`src/inc/bcd_pkg.sv`:
```
package bcd_pkg;

	localparam int BCD_DW = 32;
	localparam int BCD_AW = 4;

	typedef enum logic [2:0] {
		bit_test_op = 3'h0,
		short_bit_test_op = 3'h1,
		bit_toggle_op = 3'h2,
		compare_op = 3'h3,
		short_compare_op = 3'h4,
		division_step_op = 3'h5
	} bcd_op_t;

	// write channel states
	typedef enum logic [1:0] {
		BCD_W_IDLE = 2'b01,
		BCD_W_RESP = 2'b10
	} bcd_wst_t;

	localparam logic [BCD_AW-1:0] BCD_FLAGS_OFF = 4'h0;
	localparam logic [BCD_AW-1:0] BCD_STEP_OFF = 4'h4;
	localparam logic [BCD_AW-1:0] BCD_LAST_OFF = 4'h8;

	localparam int BCD_Z_BIT = 0;
	localparam int BCD_N_BIT = 1;
	localparam int BCD_C_BIT = 2;
	localparam int BCD_V_BIT = 3;
	localparam int BCD_S_BIT = 4;
	localparam int BCD_NFLAGS = 5;
	localparam int BCD_DONE_BIT = 8;

	localparam logic [BCD_NFLAGS-1:0] BCD_FLAGS_RST = 5'h00;
	localparam logic [BCD_DW-1:0] BCD_LAST_RST = 32'h0000_0000;
	localparam logic [4:0] BCD_CNT_RST = 5'h00;
	localparam logic [4:0] BCD_DIV_STEPS = 5'h0f;
	localparam logic [4:0] BCD_CNT_MAX = 5'h1f;
	localparam logic [4:0] BCD_BITSEL_MASK = 5'h1f;

	localparam logic [1:0] BCD_RESP_OKAY = 2'h0;
	localparam logic [1:0] BCD_RESP_SLVERR = 2'h2;

endpackage

```
`src/design/bcd_exec.sv`:
```
module bcd_exec
	import bcd_pkg::*;
(
	input bcd_op_t op,
	input logic [BCD_DW-1:0] src1,
	input logic [BCD_DW-1:0] src2,
	output logic [BCD_DW-1:0] result,
	output logic res_z,
	output logic res_n,
	output logic res_c,
	output logic res_v
);

	logic [BCD_DW-1:0] mask;
	logic [BCD_DW:0] diff;
	logic [BCD_DW-1:0] shifted;
	logic [BCD_DW-1:0] step_sub;

	always_comb begin
		mask = 32'h0000_0001 << (src2[4:0] & BCD_BITSEL_MASK); // RL3 RL4
		diff = {1'b0, src1} - {1'b0, src2};
		shifted = {src1[BCD_DW-2:0], 1'b0};
		step_sub = shifted - src2;
		res_c = 1'b0;
		res_v = 1'b0;
		case (op)
			bit_test_op, short_bit_test_op: begin
				result = src1 & mask; // RL3
			end
			bit_toggle_op: begin
				result = src1 ^ mask; // RL4
			end
			compare_op, short_compare_op: begin
				result = diff[BCD_DW-1:0]; // RL6
				res_c = diff[BCD_DW]; // RL7
				res_v = (src1[BCD_DW-1] ^ src2[BCD_DW-1]) & (src1[BCD_DW-1] ^ diff[BCD_DW-1]); // RL7
			end
			division_step_op: begin
				if (src1 == 32'h0000_0000) begin
					result = 32'h0000_0000; // RL10
				end else if (shifted >= src2) begin
					result = step_sub | 32'h0000_0001; // RL11
				end else begin
					result = shifted; // RL11
				end
			end
			default: begin
				result = 32'h0000_0000;
			end
		endcase
		res_z = (result == 32'h0000_0000);
		res_n = result[BCD_DW-1];
	end

endmodule

```
`src/design/bcd_alu.sv`:
```
// Functional notes
// RL1 - bit test never writes a destination
// RL2 - both bit test forms always update flags
// RL3 - bit test masks bit src2&31; sets Z,N
// RL4 - toggle inverts bit src2[4:0], writes destination
// RL5 - toggle flags only with flag-set; C,V kept
// RL6 - compare subtracts, updates flags, discards difference
// RL7 - compare sets Z, N, carry, overflow
// RL8 - compare always treated as flag-setting
// RL9 - both compare forms always update flags
// RL10 - division step gives zero for zero src1
// RL11 - shift, conditional subtract, set bit zero
// RL12 - division step leaves all flags unchanged
// RL13 - software issues fifteen consecutive division steps
// RL14 - software supplies valid positive operands
// RL15 - equal operands give 0x00007FFF after sequence
// RL16 - quotient low half, remainder high half
// RL17 - software pre-shifts by 15, masks result
// RL18 - false condition leaves destination, flags unchanged
module bcd_alu
	import bcd_pkg::*;
(
	input logic aclk,
	input logic aresetn,
	input logic [BCD_AW-1:0] s_axi_awaddr,
	input logic s_axi_awvalid,
	output logic s_axi_awready,
	input logic [BCD_DW-1:0] s_axi_wdata,
	input logic [3:0] s_axi_wstrb,
	input logic s_axi_wvalid,
	output logic s_axi_wready,
	output logic [1:0] s_axi_bresp,
	output logic s_axi_bvalid,
	input logic s_axi_bready,
	input logic [BCD_AW-1:0] s_axi_araddr,
	input logic s_axi_arvalid,
	output logic s_axi_arready,
	output logic [BCD_DW-1:0] s_axi_rdata,
	output logic [1:0] s_axi_rresp,
	output logic s_axi_rvalid,
	input logic s_axi_rready,
	input logic op_valid,
	input bcd_op_t op_code,
	input logic cond_true,
	input logic flag_set,
	input logic [BCD_DW-1:0] src1,
	input logic [BCD_DW-1:0] src2,
	output logic wb_valid,
	output logic wb_wr_en,
	output logic [BCD_DW-1:0] wb_data,
	output logic flag_z,
	output logic flag_n,
	output logic flag_c,
	output logic flag_v,
	output logic flag_s
);

	function automatic logic is_test(input bcd_op_t op);
		is_test = (op == bit_test_op) || (op == short_bit_test_op);
	endfunction

	function automatic logic is_cmp(input bcd_op_t op);
		is_cmp = (op == compare_op) || (op == short_compare_op);
	endfunction

	function automatic logic writes_dest(input bcd_op_t op);
		writes_dest = (op == bit_toggle_op) || (op == division_step_op);
	endfunction

	logic [BCD_DW-1:0] ex_result;
	logic ex_z;
	logic ex_n;
	logic ex_c;
	logic ex_v;
	logic exec;
	logic upd_zn;
	logic upd_cv;

	logic [BCD_NFLAGS-1:0] flags_r;
	logic [BCD_DW-1:0] wb_data_r;
	logic wb_valid_r;
	logic wb_wr_en_r;
	logic [BCD_DW-1:0] last_r;
	logic [4:0] div_cnt_r;

	bcd_wst_t wst_r;
	logic aw_got_r;
	logic w_got_r;
	logic [BCD_AW-1:0] aw_addr_r;
	logic [BCD_DW-1:0] w_data_r;
	logic [3:0] w_strb_r;
	logic [1:0] bresp_r;
	logic [BCD_DW-1:0] rdata_r;
	logic [1:0] rresp_r;
	logic rvalid_r;
	logic do_write;
	logic flag_wr;
	logic aw_take;
	logic w_take;
	logic ar_take;

	bcd_exec bcd_exec_i (
		.op(op_code),
		.src1(src1),
		.src2(src2),
		.result(ex_result),
		.res_z(ex_z),
		.res_n(ex_n),
		.res_c(ex_c),
		.res_v(ex_v)
	);

	// false condition executes nothing
	assign exec = op_valid & cond_true; // RL18
	// test and compare ignore the suffix; toggle honours it; division step never
	assign upd_zn = exec & (is_test(op_code) | is_cmp(op_code)
		| ((op_code == bit_toggle_op) & flag_set)); // RL2 RL5 RL8 RL9 RL12
	assign upd_cv = exec & is_cmp(op_code); // RL7 RL5

	// write-back stage
	always_ff @(posedge aclk) begin
		if (!aresetn) begin
			wb_valid_r <= 1'b0;
			wb_wr_en_r <= 1'b0;
			wb_data_r <= BCD_LAST_RST;
		end else begin
			wb_valid_r <= op_valid;
			wb_wr_en_r <= exec & writes_dest(op_code); // RL1 RL4 RL6 RL18
			if (exec & writes_dest(op_code)) begin
				wb_data_r <= ex_result; // RL4 RL11 RL15 RL16
			end
		end
	end

	// status flags; an executing instruction's Z,N,C,V update wins over a register write
	always_ff @(posedge aclk) begin
		if (!aresetn) begin
			flags_r <= BCD_FLAGS_RST;
		end else begin
			if (flag_wr) begin
				flags_r <= w_data_r[BCD_NFLAGS-1:0];
			end
			if (upd_zn) begin
				flags_r[BCD_Z_BIT] <= ex_z; // RL3 RL5 RL7
				flags_r[BCD_N_BIT] <= ex_n; // RL3 RL5 RL7
			end
			if (upd_cv) begin
				flags_r[BCD_C_BIT] <= ex_c; // RL7
				flags_r[BCD_V_BIT] <= ex_v; // RL7
			end
		end
	end

	// consecutive division step count
	always_ff @(posedge aclk) begin
		if (!aresetn) begin
			div_cnt_r <= BCD_CNT_RST;
			last_r <= BCD_LAST_RST;
		end else if (exec) begin
			if (op_code == division_step_op) begin
				if (div_cnt_r != BCD_CNT_MAX) begin
					div_cnt_r <= div_cnt_r + 5'h01;
				end
			end else begin
				div_cnt_r <= BCD_CNT_RST;
			end
			if (writes_dest(op_code)) begin
				last_r <= ex_result;
			end
		end
	end

	assign wb_valid = wb_valid_r;
	assign wb_wr_en = wb_wr_en_r;
	assign wb_data = wb_data_r;
	assign flag_z = flags_r[BCD_Z_BIT];
	assign flag_n = flags_r[BCD_N_BIT];
	assign flag_c = flags_r[BCD_C_BIT];
	assign flag_v = flags_r[BCD_V_BIT];
	assign flag_s = flags_r[BCD_S_BIT];

	// register bus: write path
	assign s_axi_awready = (wst_r == BCD_W_IDLE) & !aw_got_r;
	assign s_axi_wready = (wst_r == BCD_W_IDLE) & !w_got_r;
	assign aw_take = s_axi_awvalid & s_axi_awready;
	assign w_take = s_axi_wvalid & s_axi_wready;
	assign do_write = (wst_r == BCD_W_IDLE) & aw_got_r & w_got_r;
	assign flag_wr = do_write & (aw_addr_r[BCD_AW-1:2] == BCD_FLAGS_OFF[BCD_AW-1:2]) & w_strb_r[0];

	always_ff @(posedge aclk) begin
		if (!aresetn) begin
			aw_got_r <= 1'b0;
			aw_addr_r <= BCD_FLAGS_OFF;
		end else if (aw_take) begin
			aw_got_r <= 1'b1;
			aw_addr_r <= s_axi_awaddr;
		end else if (do_write) begin
			aw_got_r <= 1'b0;
		end
	end

	always_ff @(posedge aclk) begin
		if (!aresetn) begin
			w_got_r <= 1'b0;
			w_data_r <= BCD_LAST_RST;
			w_strb_r <= 4'h0;
		end else if (w_take) begin
			w_got_r <= 1'b1;
			w_data_r <= s_axi_wdata;
			w_strb_r <= s_axi_wstrb;
		end else if (do_write) begin
			w_got_r <= 1'b0;
		end
	end

	always_ff @(posedge aclk) begin
		if (!aresetn) begin
			wst_r <= BCD_W_IDLE;
			bresp_r <= BCD_RESP_OKAY;
		end else begin
			case (wst_r)
				BCD_W_IDLE: begin
					if (do_write) begin
						wst_r <= BCD_W_RESP;
						if (aw_addr_r[BCD_AW-1:2] == BCD_FLAGS_OFF[BCD_AW-1:2]) begin
							bresp_r <= BCD_RESP_OKAY;
						end else begin
							bresp_r <= BCD_RESP_SLVERR;
						end
					end
				end
				BCD_W_RESP: begin
					if (s_axi_bready) begin
						wst_r <= BCD_W_IDLE;
					end
				end
				default: begin
					wst_r <= BCD_W_IDLE;
				end
			endcase
		end
	end

	assign s_axi_bvalid = (wst_r == BCD_W_RESP);
	assign s_axi_bresp = bresp_r;

	// register bus: read path
	assign s_axi_arready = !rvalid_r;
	assign ar_take = s_axi_arvalid & s_axi_arready;

	always_ff @(posedge aclk) begin
		if (!aresetn) begin
			rvalid_r <= 1'b0;
			rdata_r <= BCD_LAST_RST;
			rresp_r <= BCD_RESP_OKAY;
		end else if (ar_take) begin
			rvalid_r <= 1'b1;
			rresp_r <= BCD_RESP_OKAY;
			case (s_axi_araddr[BCD_AW-1:2])
				BCD_FLAGS_OFF[BCD_AW-1:2]: begin
					rdata_r <= {27'h0, flags_r};
				end
				BCD_STEP_OFF[BCD_AW-1:2]: begin
					rdata_r <= {27'h0, div_cnt_r};
					rdata_r[BCD_DONE_BIT] <= (div_cnt_r == BCD_DIV_STEPS);
				end
				BCD_LAST_OFF[BCD_AW-1:2]: begin
					rdata_r <= last_r; // RL16
				end
				default: begin
					rdata_r <= 32'h0000_0000;
					rresp_r <= BCD_RESP_SLVERR;
				end
			endcase
		end else if (s_axi_rready) begin
			rvalid_r <= 1'b0;
		end
	end

	assign s_axi_rvalid = rvalid_r;
	assign s_axi_rdata = rdata_r;
	assign s_axi_rresp = rresp_r;

	// checks
	logic [BCD_DW-1:0] chk_mask;
	logic [BCD_DW:0] chk_diff;
	assign chk_mask = 32'h0000_0001 << src2[4:0];
	assign chk_diff = {1'b0, src1} - {1'b0, src2};
endmodule

```
`config.mk`:
```
export PLATFORM = sky130hd
export DESIGN_NAME = bcd_alu
export DESIGN_NICKNAME = d
export VERILOG_FILES = /design/src/inc/bcd_pkg.sv /design/src/design/bcd_exec.sv /design/src/design/bcd_alu.sv
export SDC_FILE = /design/constraint.sdc
export NUM_CORES = 1
export LEC_CHECK = 0
export ABC_AREA = 1
export BUFFER_PORTS_ARGS = -buffer_cell sky130_fd_sc_hd__buf_2
export CAP_MARGIN = 15
export CORE_ASPECT_RATIO = 1.2
export CORE_MARGIN = 10
export CORE_UTILIZATION = 55
export DETAILED_ROUTE_END_ITERATION = 7
export PLACE_DENSITY = 0.8
export SKIP_CTS_REPAIR_TIMING = 1
export SLEW_MARGIN = 40
export SYNTH_ARGS = -nofsm -noshare
export SYNTH_HDL_FRONTEND = slang
export SYNTH_SLANG_ARGS = --single-unit
```
`constraint.sdc`:
```
create_clock -name aclk -period 6.2 [get_ports aclk]
set_input_delay 1.55 -clock aclk [delete_from_list [all_inputs] [get_ports aclk]]
set_output_delay 1.55 -clock aclk [all_outputs]
set_load 0.05 [all_outputs]
```
# Word-level counts from Yosys, hierarchy flattened
# Index checks and enable logic that the tools add are counted.
# op_classes
bitwise,21
shifts,1
addsub,3
n_eq_ne,14
n_reduce_logical,23
n_mux,21
order_cmp,1
# ops
cell,count
case mux 32 bit (4 select lines),1
case mux 32 bit (3 select lines),1
logical NOT 32 bit,2
2-to-1 mux 32 bit,2
subtractor 32 x 32 -> 33 bit,1
bitwise AND 32 bit,1
greater-or-equal comparator 32 bit,1
<< shifter 1 x 5 -> 32 bit (first input constant),1
subtractor 32 bit,1
XOR 32 bit,1
bitwise AND 1 bit,15
2-to-1 mux 2 bit,6
2-to-1 mux 5 bit,2
nonzero test 2 bit,5
AND reduction 2 bit,4
2-to-1 mux 1 bit,7
equality test 3 x 2 -> 1 bit (second input constant),2
equality test 3 bit (second input constant),2
adder 5 x 1 -> 5 bit (second input constant),1
equality test 5 x 4 -> 1 bit (second input constant),1
!= test 5 bit (second input constant),1
equality test 2 x 1 -> 1 bit (second input constant),2
equality test 2 bit (second input constant),2
logical NOT 2 bit,2
other kinds (12),20
# totals
in_bits,121
wordCells,102
ff_bits,127
out_inout_bits,80

# Longest topological paths before layout
# Gate-level depths: netlist (run 1).
# logic_depth
ltp_word,7
mapped_depth,24
mapped_depth_nobuf,23

# Modules after synthesis
# A second synthesis (run 1) with hierarchy kept.
# hier_totals
hier_cells,1797
area_unflattened_um2,10418.7
# by_module_without_submodules
mod,cells_per_inst,instances,area_per_inst_um2
bcd_exec,1358,1,6895.4
bcd_alu,439,1,3523.4

# Worst setup path before layout (run 1)
# No wires, ideal clock.
# synth_timing
path_kind,input port to flip-flop
startpoint,input src2[4]
endpoint,register flags_r[0]
t_required_ps,6134
arrival_ps,4110
path_stages,23
setup_slack_ps,2023
cell_sequence,clkbuf_1 -> clkinv_1 -> buf_1 -> ha_1 -> nand2_2 -> nor2_4 -> nand3_1 -> nand2_2 -> nand2_2 -> nand3_2 -> nand2_4 -> nand2_8 -> buf_6 -> nand2_1 -> nand3_1 -> nand2_1 -> nor2_1 -> nand2_1 -> nor2_1 -> nand2_1 -> nor2_1 -> nand2_1 -> a21oi_2
# synth_between
elab_chain_cells,6
elab_cells_between_ends,11
classes_between,add/sub: 2; order compare: 1; shift: 1; mux: 4; bitwise: 2; reduce/logical: 1
# synth_lines
item,line,source
"start, declared",bcd_alu.sv:47,"input logic [BCD_DW-1:0] src2,"
subtractor 32 bit / greater-or-equal comparator 32 bit (equally long branches),"bcd_exec.sv:23, bcd_exec.sv:41",
2-to-1 mux 32 bit,bcd_exec.sv:41,end else if (shifted >= src2) begin
2-to-1 mux 32 bit,bcd_exec.sv:39,if (src1 == 32'h0000_0000) begin
case mux 32 bit (4 select lines) (*),bcd_exec.sv:26,case (op)
logical NOT 32 bit (*),bcd_exec.sv:51,res_z = (result == 32'h0000_0000);
2-to-1 mux 2 bit (*),bcd_alu.sv:143,if (upd_zn) begin
"end signal, assigned",bcd_alu.sv:141,flags_r <= w_data_r[BCD_NFLAGS-1:0];
"end signal, assigned by index",bcd_alu.sv:144,flags_r[BCD_Z_BIT] <= ex_z;
"end signal, assigned by index",bcd_alu.sv:145,flags_r[BCD_N_BIT] <= ex_n;
"end, declared",bcd_alu.sv:79,logic [BCD_NFLAGS-1:0] flags_r;
# Every way passes the cells marked *; elsewhere a longest branch is shown, timed or not.
# A chain may end at the register's enable or synchronous reset.

# Final worst setup path (run 1)
# Same ends and word-level chain as after synthesis.

==> impl_metrics.py, run 1 <==
metrics = {
    "run_status": {
        "status": "finished, final reports clean",
    },
    "route": {
        "avgRoutedWirePerCell_um": 18.1,
        "drtAntennaViolNets": 0,
        "via_per_inst": 5.65,
        "drcViolationCount": 0,
        "dr.first_iter.drc_count": 1071,
        "first_pass_iters": 6,
        "vias": 12100,
        "routed_wl_um": 38900,
    },
    "timing": {
        "tightest_slew_ns": 0.782,
        "max_freq_mhz": 209,
        "slew-limit-headroom_pct": 47.8,
        "hold_viol": 0,
        "clock_skew_ns": 0.00727,
        "drv_slew": 0,
        "fin_setup_tns_ns": 0,
        "rsz0062_at_grt": "false",
        "finalCriticalPeriod_ns": 4.78,
        "fin_ws_ns": 1.42,
        "period_share_pct": 77.0,
        "setup_viol": 0,
    },
    "clock_network": {
        "htreeDepth": 3,
        "clk_pin_slew_ns": 0.07,
        "cts_tree": "done",
        "cts_root_buf": "clkbuf_16",
        "clock_sinks": 91,
        "cts_buffers": 9,
        "clock_path_buffers": 2,
        "clk_latency_ns": 0.35,
    },
    "global_routing": {
        "grt_pass1_wl_um": 59600,
        "grt.total_usage_pct": 30.6,
        "grt_max_degree": 67,
        "grt_overflow": 0,
        "grt_pass1_vias": 11500,
        "antenna_found_initial": 1,
    },
    "logic_synthesis": {
        "ys_seq_elements": 91,
        "yosys.cell_types.count": 47,
        "synth_warnings": 0,
        "synth_fa_ha_area_share_pct": 12.5,
        "synth_area_leaders": "dfxtp_1 (18%), nand2_1 (17%), ha_1 (12%), inv_1 (10%), nor2_1 (9.9%)",
        "synth_cells": 1781,
        "syn-cell-area_um2": 10300,
        "synth_top_family_by_area": "simple AND/OR/NAND/NOR gates",
        "synth_xor_area_share_pct": 0.768,
        "synthSimpleGateAreaFrac_pct": 41.2,
        "synth_edf_count": 0,
        "ys.flop_type": "dfxtp_1",
        "yosys-mux-area-fraction_pct": 0,
        "synth_compound_area_share_pct": 15.2,
        "ys_seq_area_share_pct": 17.8,
        "synthArstFlopShare_pct": 0,
        "yosys.area.top_type": "dfxtp_1",
        "yosys.area.top_type_share_pct": 17.8,
        "syn_avg_cell_area_um2": 5.76,
    },
    "placement": {
        "portBuffers": 164,
        "place_congestion": 1.02,
        "postPlaceCellArea_um2": 11200,
        "dp_hpwl_um": 32000,
        "pre_cts_ws_ns": 1.20,
    },
    "worst_setup_path": {
        "setup.worst_path.end_class": "flip-flop",
        "startpoint_type": "primary input",
        "r2r_setup_slack_ns": 3.85,
        "crit_required_ns": 6.48,
        "timing.critical_path.arrival_ns": 5.06,
        "path_class": "primary input to flip-flop",
        "worstPathMaxFanout": 34,
    },
    "cells_and_area": {
        "drive_gt1_share_pct": 12.1,
        "fin_nets": 2140,
        "final_cell_area_um2": 11600,
        "area_growth_pct": 12.7,
        "fin_util_pct": 63.4,
        "n_fill_cell": 1743,
    },
    "min_path": {
        "holdCritPathClass": "flip-flop to flip-flop",
    },
    "floorplanning": {
        "core_area_um2": 18200,
        "die_h_um": 170,
        "rows": 54,
        "io-pin-count": 201,
        "initial_core_util_pct": 56.3,
        "die_w_um": 145,
        "die-area_um2": 24500,
    },
    "power_and_ir_drop": {
        "netSwitchingPower_uw": 837,
        "combPwrFrac_pct": 39.8,
        "p_int_mw": 1.25,
        "p_per_area_nw_per_um2": 181,
        "pwr-share-clk_pct": 30.6,
        "ir_worst_vdd_mv": 0.168,
        "p_leak_nw": 6.46,
        "power_frac_seq_pct": 29.6,
        "p_sw_share_pct": 40.1,
    },
    "run": {
        "timing.max_cap.violations": 0,
    },
}
[registers in the layout, indices dropped and copies added (netlist names), 2 cells and up]
signal       flops
aw_addr_r        2
div_cnt_r        5
flags_r          5
s_axi_rdata     32
w_data_r         5
wb_data         32
wst_r            2
[cell usage after synthesis, types with 4 or more instances]
cell        n
a21oi_1    79
a21oi_2     4
a22oi_1    53
and2_1      5
buf_1       4
buf_2       4
buf_6       5
clkbuf_1   30
dfxtp_1    91
ha_1       99
inv_1     273
inv_2       6
nand2_1   469
nand2_2    12
nand3_1   135
nand3b_1   17
nand4_1    41
nor2_1    271
nor3_1     20
nor4_1      6
o211ai_1    7
o21ai_0    78
o21ai_1     5
o21bai_1   13
or2_2       5
xnor2_1     7
[final cells by class]
cell class / instances / area, um^2 / share of cell area, %
antenna: 1 / 2.50 / 0.0216
clock buffer: 9 / 225 / 1.95
clock inverter: 7 / 121 / 1.05
inverter: 283 / 1070 / 9.23
multi-input combinational: 1362 / 7170 / 62.0
sequential: 91 / 1820 / 15.8
tap: 224 / 280 / 2.42
timing repair buffer: 171 / 873 / 7.55
[per-layer routing]
layer  share of wire, %  GRT usage, %
met5                  0             0
met1                 39          36.1
met3                8.0          3.84
met2                 47          51.9
met4                6.3          18.0
[critical path, cell delays in order]
cell and delay (ns):
buf_2 0.31, clkinv_1 0.38, ha_1 0.46, nand2_2 0.12, nor2_4 0.06, nand3_1 0.11, nand2_2 0.11, nand2_2 0.10
nand3_2 0.09, nand2_4 0.22, nand2_8 0.21, nand2_4 0.23, nand2_1 0.07, nand2_1 0.06, nand2_1 0.06, nor2_1 0.31
nand2_1 0.09, nor2_1 0.10, nand2_1 0.06, nor2_1 0.09, nand2_1 0.11, a21oi_2 0.12
[cell usage in the layout, fill, tap and decap left out, drive strengths merged, types with 5 or more instances in the layout]
master    n
a21oi    84
a22oi    53
and2      5
buf     171
clkbuf    9
clkinv    5
dfxtp    91
ha       99
inv     282
nand2   484
nand3   136
nand3b   17
nand4    41
nor2    276
nor3     21
nor4      6
o211ai    7
o21ai    83
o21bai   13
or2       5
xnor2     7
[final timing paths]
path	endpoint	depth (start not counted)	startpoint
setup / recovery	flags_r[0]$_SDFFE_PN0P_	22	src2[4]
hold / removal	s_axi_rdata[1]$_SDFFE_PN0P_	2	s_axi_rdata[1]$_SDFFE_PN0P_
setup reg to reg	div_cnt_r[3]$_SDFFE_PN0P_	10	div_cnt_r[1]$_SDFFE_PN0P_
hold reg to reg	s_axi_rdata[1]$_SDFFE_PN0P_	2	s_axi_rdata[1]$_SDFFE_PN0P_
[cells by family after synthesis]
kind of cell    count (synthesis)
compound gates                259
xor+xnor                        9
fa+ha+maj                     101
buf+inv                       329
flops                          91
other cells                     1
simple gates                  991
[through the flow]
step	power, mW	std cells	hold slack [ns]
finish	2.09	2148	0.468
global route	2.20	2147	0.484
CTS	2.07	2147	0.464
detailed placement	1.44	2131	0.454
global placement	1.43	2131	0.450
floorplan	1.21	1782	0.450
[power groups by stage]
stage	combinational, mW	sequential, mW	clock, mW
floorplan	0.536	0.671	0
global placement	0.800	0.630	0
detailed placement	0.810	0.631	0
CTS	0.815	0.618	0.637
global route	0.920	0.621	0.663
finish	0.831	0.619	0.639
Power figures use the tool's default switching activity.
==> run 2: changes to the inputs <==
Settings changed: ABC_AREA 1 to 0, PLACE_DENSITY 0.8 to 0.81.
Clock period 6.2 ns to 5 ns, I/O delays scaled along.
==> impl_metrics.py, run 2 <==
metrics = {
    "global_routing": {
        "antenna_found_initial": 1,
        "grt.total_usage_pct": 27.7,
        "grt_pass1_wl_um": 49900,
        "grt_pass1_vias": 9762,
        "grt_overflow": 0,
        "grt_max_degree": 85,
    },
    "placement": {
        "dp_hpwl_um": 25500,
        "place_congestion": 0.964,
        "place_inst": 1552,
        "portBuffers": 164,
    },
    "logic_synthesis": {
        "synthArstFlopShare_pct": 0,
        "synth_area_leaders": "dfxtp_1 (20%), ha_1 (14%), nor2_1 (7.9%), a21oi_1 (4.8%), nand2_1 (3.5%)",
        "yosys.cell_types.count": 82,
        "synth_warnings": 0,
        "synth.top_cells.by_count": "nor2_1 (189), ha_1 (99), dfxtp_1 (91), a21oi_1 (87), nand2_1 (84)",
        "yosys.area.top_type": "dfxtp_1",
        "synth_cells": 1218,
        "syn-cell-area_um2": 8990,
        "ys_seq_elements": 91,
        "synth_edf_count": 0,
        "ys.flop_type": "dfxtp_1",
        "yosys.area.top_type_share_pct": 20.3,
        "syn_avg_cell_area_um2": 7.38,
        "ys_seq_area_share_pct": 20.3,
        "yosysMostFrequentCell": "nor2_1",
    },
    "worst_setup_path": {
        "setup.worst_path.end_class": "flip-flop",
        "path_class": "primary input to flip-flop",
        "timing.critical_path.arrival_ns": 4.67,
        "worstPathMaxFanout": 9,
        "startpoint_type": "primary input",
        "crit_required_ns": 5.27,
    },
    "power_and_ir_drop": {
        "p_per_area_nw_per_um2": 229,
        "p_sw_share_pct": 38.8,
        "power_frac_seq_pct": 32.5,
        "combPwrFrac_pct": 42.2,
        "p_int_mw": 1.44,
        "pwr-share-clk_pct": 25.3,
        "netSwitchingPower_uw": 912,
        "ir_worst_vdd_mv": 0.189,
        "p_leak_nw": 4.64,
    },
    "timing": {
        "clock_skew_ns": 0.00330,
        "hold_viol": 0,
        "setup_viol": 0,
        "finalCriticalPeriod_ns": 4.40,
        "fin_setup_tns_ns": 0,
        "slew-limit-headroom_pct": 44.0,
        "period_share_pct": 88.1,
        "drv_slew": 0,
        "max_freq_mhz": 227,
        "rsz0062_at_grt": "false",
        "holdWs_ns": 0.458,
        "tightest_slew_ns": 0.840,
    },
    "route": {
        "first_pass_iters": 6,
        "vias": 9999,
        "via_per_inst": 6.38,
        "avgRoutedWirePerCell_um": 20.0,
        "drtAntennaViolNets": 0,
        "drcViolationCount": 0,
        "routed_wl_um": 31400,
        "dr.first_iter.drc_count": 1013,
    },
    "run": {
        "timing.max_cap.violations": 0,
    },
    "clock_network": {
        "clock_sinks": 91,
        "cts_root_buf": "clkbuf_16",
        "htreeDepth": 3,
        "clock_path_buffers": 2,
        "clk_pin_slew_ns": 0.06,
        "clk_latency_ns": 0.33,
        "cts_buffers": 9,
        "cts_tree": "done",
    },
    "cells_and_area": {
        "fin_cells": 1568,
        "area_growth_pct": 14.3,
        "final_common_cell": "nor2_1",
        "layout_common_cells": "nor2_1 (188), buf_2 (164), ha_1 (99)",
        "fin_nets": 1573,
        "drive_gt1_share_pct": 16.9,
    },
    "floorplanning": {
        "die_w_um": 137,
        "core_area_um2": 16100,
        "die_h_um": 160,
        "die-area_um2": 21900,
        "rows": 51,
        "io-pin-count": 201,
        "initial_core_util_pct": 55.7,
    },
    "run_status": {
        "status": "finished, final reports clean",
    },
    "min_path": {
        "holdCritPathClass": "flip-flop to flip-flop",
    },
}
run 2: cell count changes after synthesis, sizes merged, moves of 17 or more:
cell    change
nand3     -106
a22oi      -18
a211oi     +32
nand2     -399
mux2i      +28
inv       -230
nor2       -86
xnor2      +21
xor2       +21
a21o       +22
o21ai      -23
clkbuf     +25
nor3       +17
run 2: area by class of cell:
class,count,area (um^2)
Antenna cell,1,2.50
Multi-Input combinational cell,1009,6720
Clock inverter,3,15.0
Clock buffer,12,246
Sequential cell,91,1820
Tap cell,212,265
Timing Repair Buffer,190,1020
Fill cell,1471,5870
Inverter,50,188
run 2: kinds of logic after synthesis:
logic type	share of synthesized area [%]
AND/OR/NAND/NOR	24.3
buffers and inverters	5.33
multiplexers	3.37
adder cells (fa/ha/maj)	14.2
other	0.0417
flip-flops	20.3
AO/OA/AOI/OAI	27.5
XOR/XNOR	4.97
run 2: per-layer routing:
layer	part of all wire (%)	global-route usage (%)	wire length, um	vias to the layer above
met5	0	0	0	-
met4	5.4	15.6	1700	0
met3	8.6	4.87	2700	113
met2	46	45.2	14500	474
met1	40	33.3	12600	4631
li1	-	-	-	4781
run 2: power by group through the flow:
| stage | registers, mW | logic (mW) | clock network, mW |
|---|---|---|---|
| CTS | 0.765 | 0.973 | 0.601 |
| detailed placement | 0.781 | 0.967 | 0 |
| finish | 0.765 | 0.992 | 0.594 |
| global route | 0.768 | 1.08 | 0.630 |
| floorplan | 0.834 | 0.625 | 0 |
| global placement | 0.780 | 0.957 | 0 |
run 2: path summary, 6_finish.rpt:
path | start | end | slack [ns] | cells past startpoint
worst min register to register | s_axi_rresp[1]$_SDFFE_PN0P_ | s_axi_rresp[1]$_SDFFE_PN0P_ | 0.46 | 2
worst max register to register | wst_r[0]$_SDFFE_PN1P_ | flags_r[2]$_SDFFE_PN0P_ | 3.18 | 7
worst max-delay path | src1[28] | flags_r[0]$_SDFFE_PN0P_ | 0.60 | 14
worst min-delay path | s_axi_rresp[1]$_SDFFE_PN0P_ | s_axi_rresp[1]$_SDFFE_PN0P_ | 0.46 | 2
run 2: critical path, stage by stage:
cell and delay (ns):
buf_2 0.14, ha_1 0.36, a21oi_1 0.19, o21ai_0 0.27, nor2_1 0.23, o21ai_2 0.13, o22ai_2 0.57, nor3_2 0.13
buf_4 0.20, a221oi_1 0.23, a21boi_0 0.48, and4b_1 0.28, nand4_1 0.08, o21ai_1 0.13
run 2: stage by stage:
step / instance area [um^2] / setup WS, ns / total power, mW / util, %
after floorplan: 8990 / 1.10 / 1.46 / -
after global placement: 10000 / 0.366 / 1.74 / 61.9
after detailed placement: 10000 / 0.326 / 1.75 / 62.0
after CTS: 10300 / 0.667 / 2.34 / 63.6
after global routing: 10300 / 0.359 / 2.48 / 63.6
final: 10300 / 0.596 / 2.35 / 63.6
==> run 3: changes to the inputs <==
Settings changed: CORE_UTILIZATION 55 to 56, PLACE_DENSITY 0.81 to 0.82.
==> impl_metrics.py, run 3 (synthesis results as in run 2) <==
metrics = {
    "run_status": {
        "status": "finished, final reports clean",
    },
    "worst_setup_path": {
        "path_class": "primary input to flip-flop",
        "timing.critical_path.arrival_ns": 4.75,
        "startpoint": "src1[8]",
        "worstReg2RegStart": "div_cnt_r[0]$_SDFFE_PN0P_",
        "crit_required_ns": 5.27,
        "startpoint_type": "primary input",
        "r2r_cells": 7,
        "worstPathMaxFanout": 9,
        "setup.worst_path.end_class": "flip-flop",
    },
    "run": {
        "timing.max_cap.violations": 0,
    },
    "cells_and_area": {
        "final_cell_area_um2": 10300,
        "area_growth_pct": 15.1,
        "layout_common_cells": "nor2_1 (187), buf_2 (164), ha_1 (99)",
        "fin_nets": 1574,
        "fin_util_pct": 65.9,
        "n_fill_cell": 1421,
        "drive_gt1_share_pct": 17.2,
        "diodes": 0,
        "final_common_cell": "nor2_1",
    },
    "global_routing": {
        "grt_max_degree": 85,
        "grt_pass1_wl_um": 49600,
        "grt_overflow": 0,
        "antenna_found_initial": 0,
        "grt_pass1_vias": 9551,
        "grt.total_usage_pct": 27.8,
    },
    "route": {
        "avgRoutedWirePerCell_um": 20.3,
        "drcViolationCount": 0,
        "via_per_inst": 6.35,
        "vias": 9931,
        "first_pass_iters": 6,
        "routed_wl_um": 31700,
        "dr.first_iter.drc_count": 1033,
        "drtAntennaViolNets": 0,
    },
    "placement": {
        "portBuffers": 164,
        "postPlaceCellArea_um2": 10000,
        "place_congestion": 0.997,
        "pre_cts_ws_ns": 0.378,
        "dp_hpwl_um": 25500,
    },
    "timing": {
        "drv_slew": 0,
        "finalCriticalPeriod_ns": 4.48,
        "hold_viol": 0,
        "period_share_pct": 89.5,
        "setup_viol": 0,
        "fin_ws_ns": 0.524,
        "clock_skew_ns": 0.00471,
        "max_freq_mhz": 223,
        "rsz0062_at_grt": "false",
        "tightest_slew_ns": 0.833,
        "slew-limit-headroom_pct": 44.5,
        "fin_setup_tns_ns": 0,
    },
    "power_and_ir_drop": {
        "ir_worst_vdd_mv": 0.228,
        "p_total_mw": 2.45,
        "p_leak_nw": 4.67,
        "p_per_area_nw_per_um2": 237,
    },
    "min_path": {
        "holdCritPathClass": "flip-flop to flip-flop",
        "min_from": "s_axi_rresp[1]$_SDFFE_PN0P_",
        "min_path_cells": 2,
    },
    "floorplanning": {
        "die-area_um2": 21500,
        "die_h_um": 159,
        "rows": 50,
        "core_area_um2": 15700,
        "initial_core_util_pct": 57.2,
        "io-pin-count": 201,
        "die_w_um": 136,
    },
    "clock_network": {
        "cts_buffers": 9,
        "cts_root_buf": "clkbuf_16",
        "clk_latency_ns": 0.34,
        "clk_pin_slew_ns": 0.06,
        "clock_path_buffers": 2,
        "cts_tree": "done",
        "htreeDepth": 3,
        "clock_sinks": 91,
    },
}
[run 3: cell count changes in the layout (fill, tap and decap cells not counted), sizes merged]
cell    previous run  this run
clkbuf            12        11
clkinv             3         4
buf              190       191
bufinv             0         1
diode              1         0
[run 3: stage by stage]
step / std cells / hold WS, ns
4_1_cts: 1564 / 0.456
5_1_grt: 1565 / 0.481
3_3_place_gp: 1548 / 0.437
3_5_place_dp: 1548 / 0.447
2_1_floorplan: 1219 / 0.456
6_report: 1565 / 0.453
[run 3: area by class of cell]
type | count | area [um^2] | area share [%]
Inverter | 50 | 188 | 1.81
Multi-Input combinational cell | 1009 | 6730 | 65.1
Tap cell | 208 | 260 | 2.52
Sequential cell | 91 | 1820 | 17.6
Timing Repair Buffer | 191 | 1030 | 9.96
Clock inverter | 5 | 61.3 | 0.593
Clock buffer | 11 | 253 | 2.44
[run 3: power breakdown]
| group | leakage [nW] | internal, mW | switching (mW) | total, mW |
|---|---|---|---|---|
| sequential | 0.739 | 0.749 | 0.0164 | 0.765 |
| combinational | 3.78 | 0.348 | 0.651 | 0.998 |
| clock | 0.156 | 0.416 | 0.270 | 0.686 |
[run 3: final timing paths]
| path | endpoint | slack, ns |
|---|---|---|
| max reg2reg | div_cnt_r[3]$_SDFFE_PN0P_ | 3.21 |
| min reg2reg | s_axi_rresp[1]$_SDFFE_PN0P_ | 0.45 |
| max | flags_r[0]$_SDFFE_PN0P_ | 0.52 |
| min | s_axi_rresp[1]$_SDFFE_PN0P_ | 0.45 |
[run 3: layer usage]
layer | routed length, um | track usage [%]
met1 | 12700 | 34.6
met2 | 14800 | 46.2
met3 | 2770 | 3.91
met4 | 1350 | 12.0
met5 | 0 | 0
[run 3: worst max-delay path, stage by stage]
cell,delay (ns)
buf_2,0.15
ha_1,0.40
and2_1,0.21
nand3_1,0.18
nor4_1,0.61
and4bb_2,0.39
nor2_4,0.33
o21ai_0,0.17
a211oi_1,0.54
and4b_1,0.29
nand4_1,0.08
o21ai_1,0.13
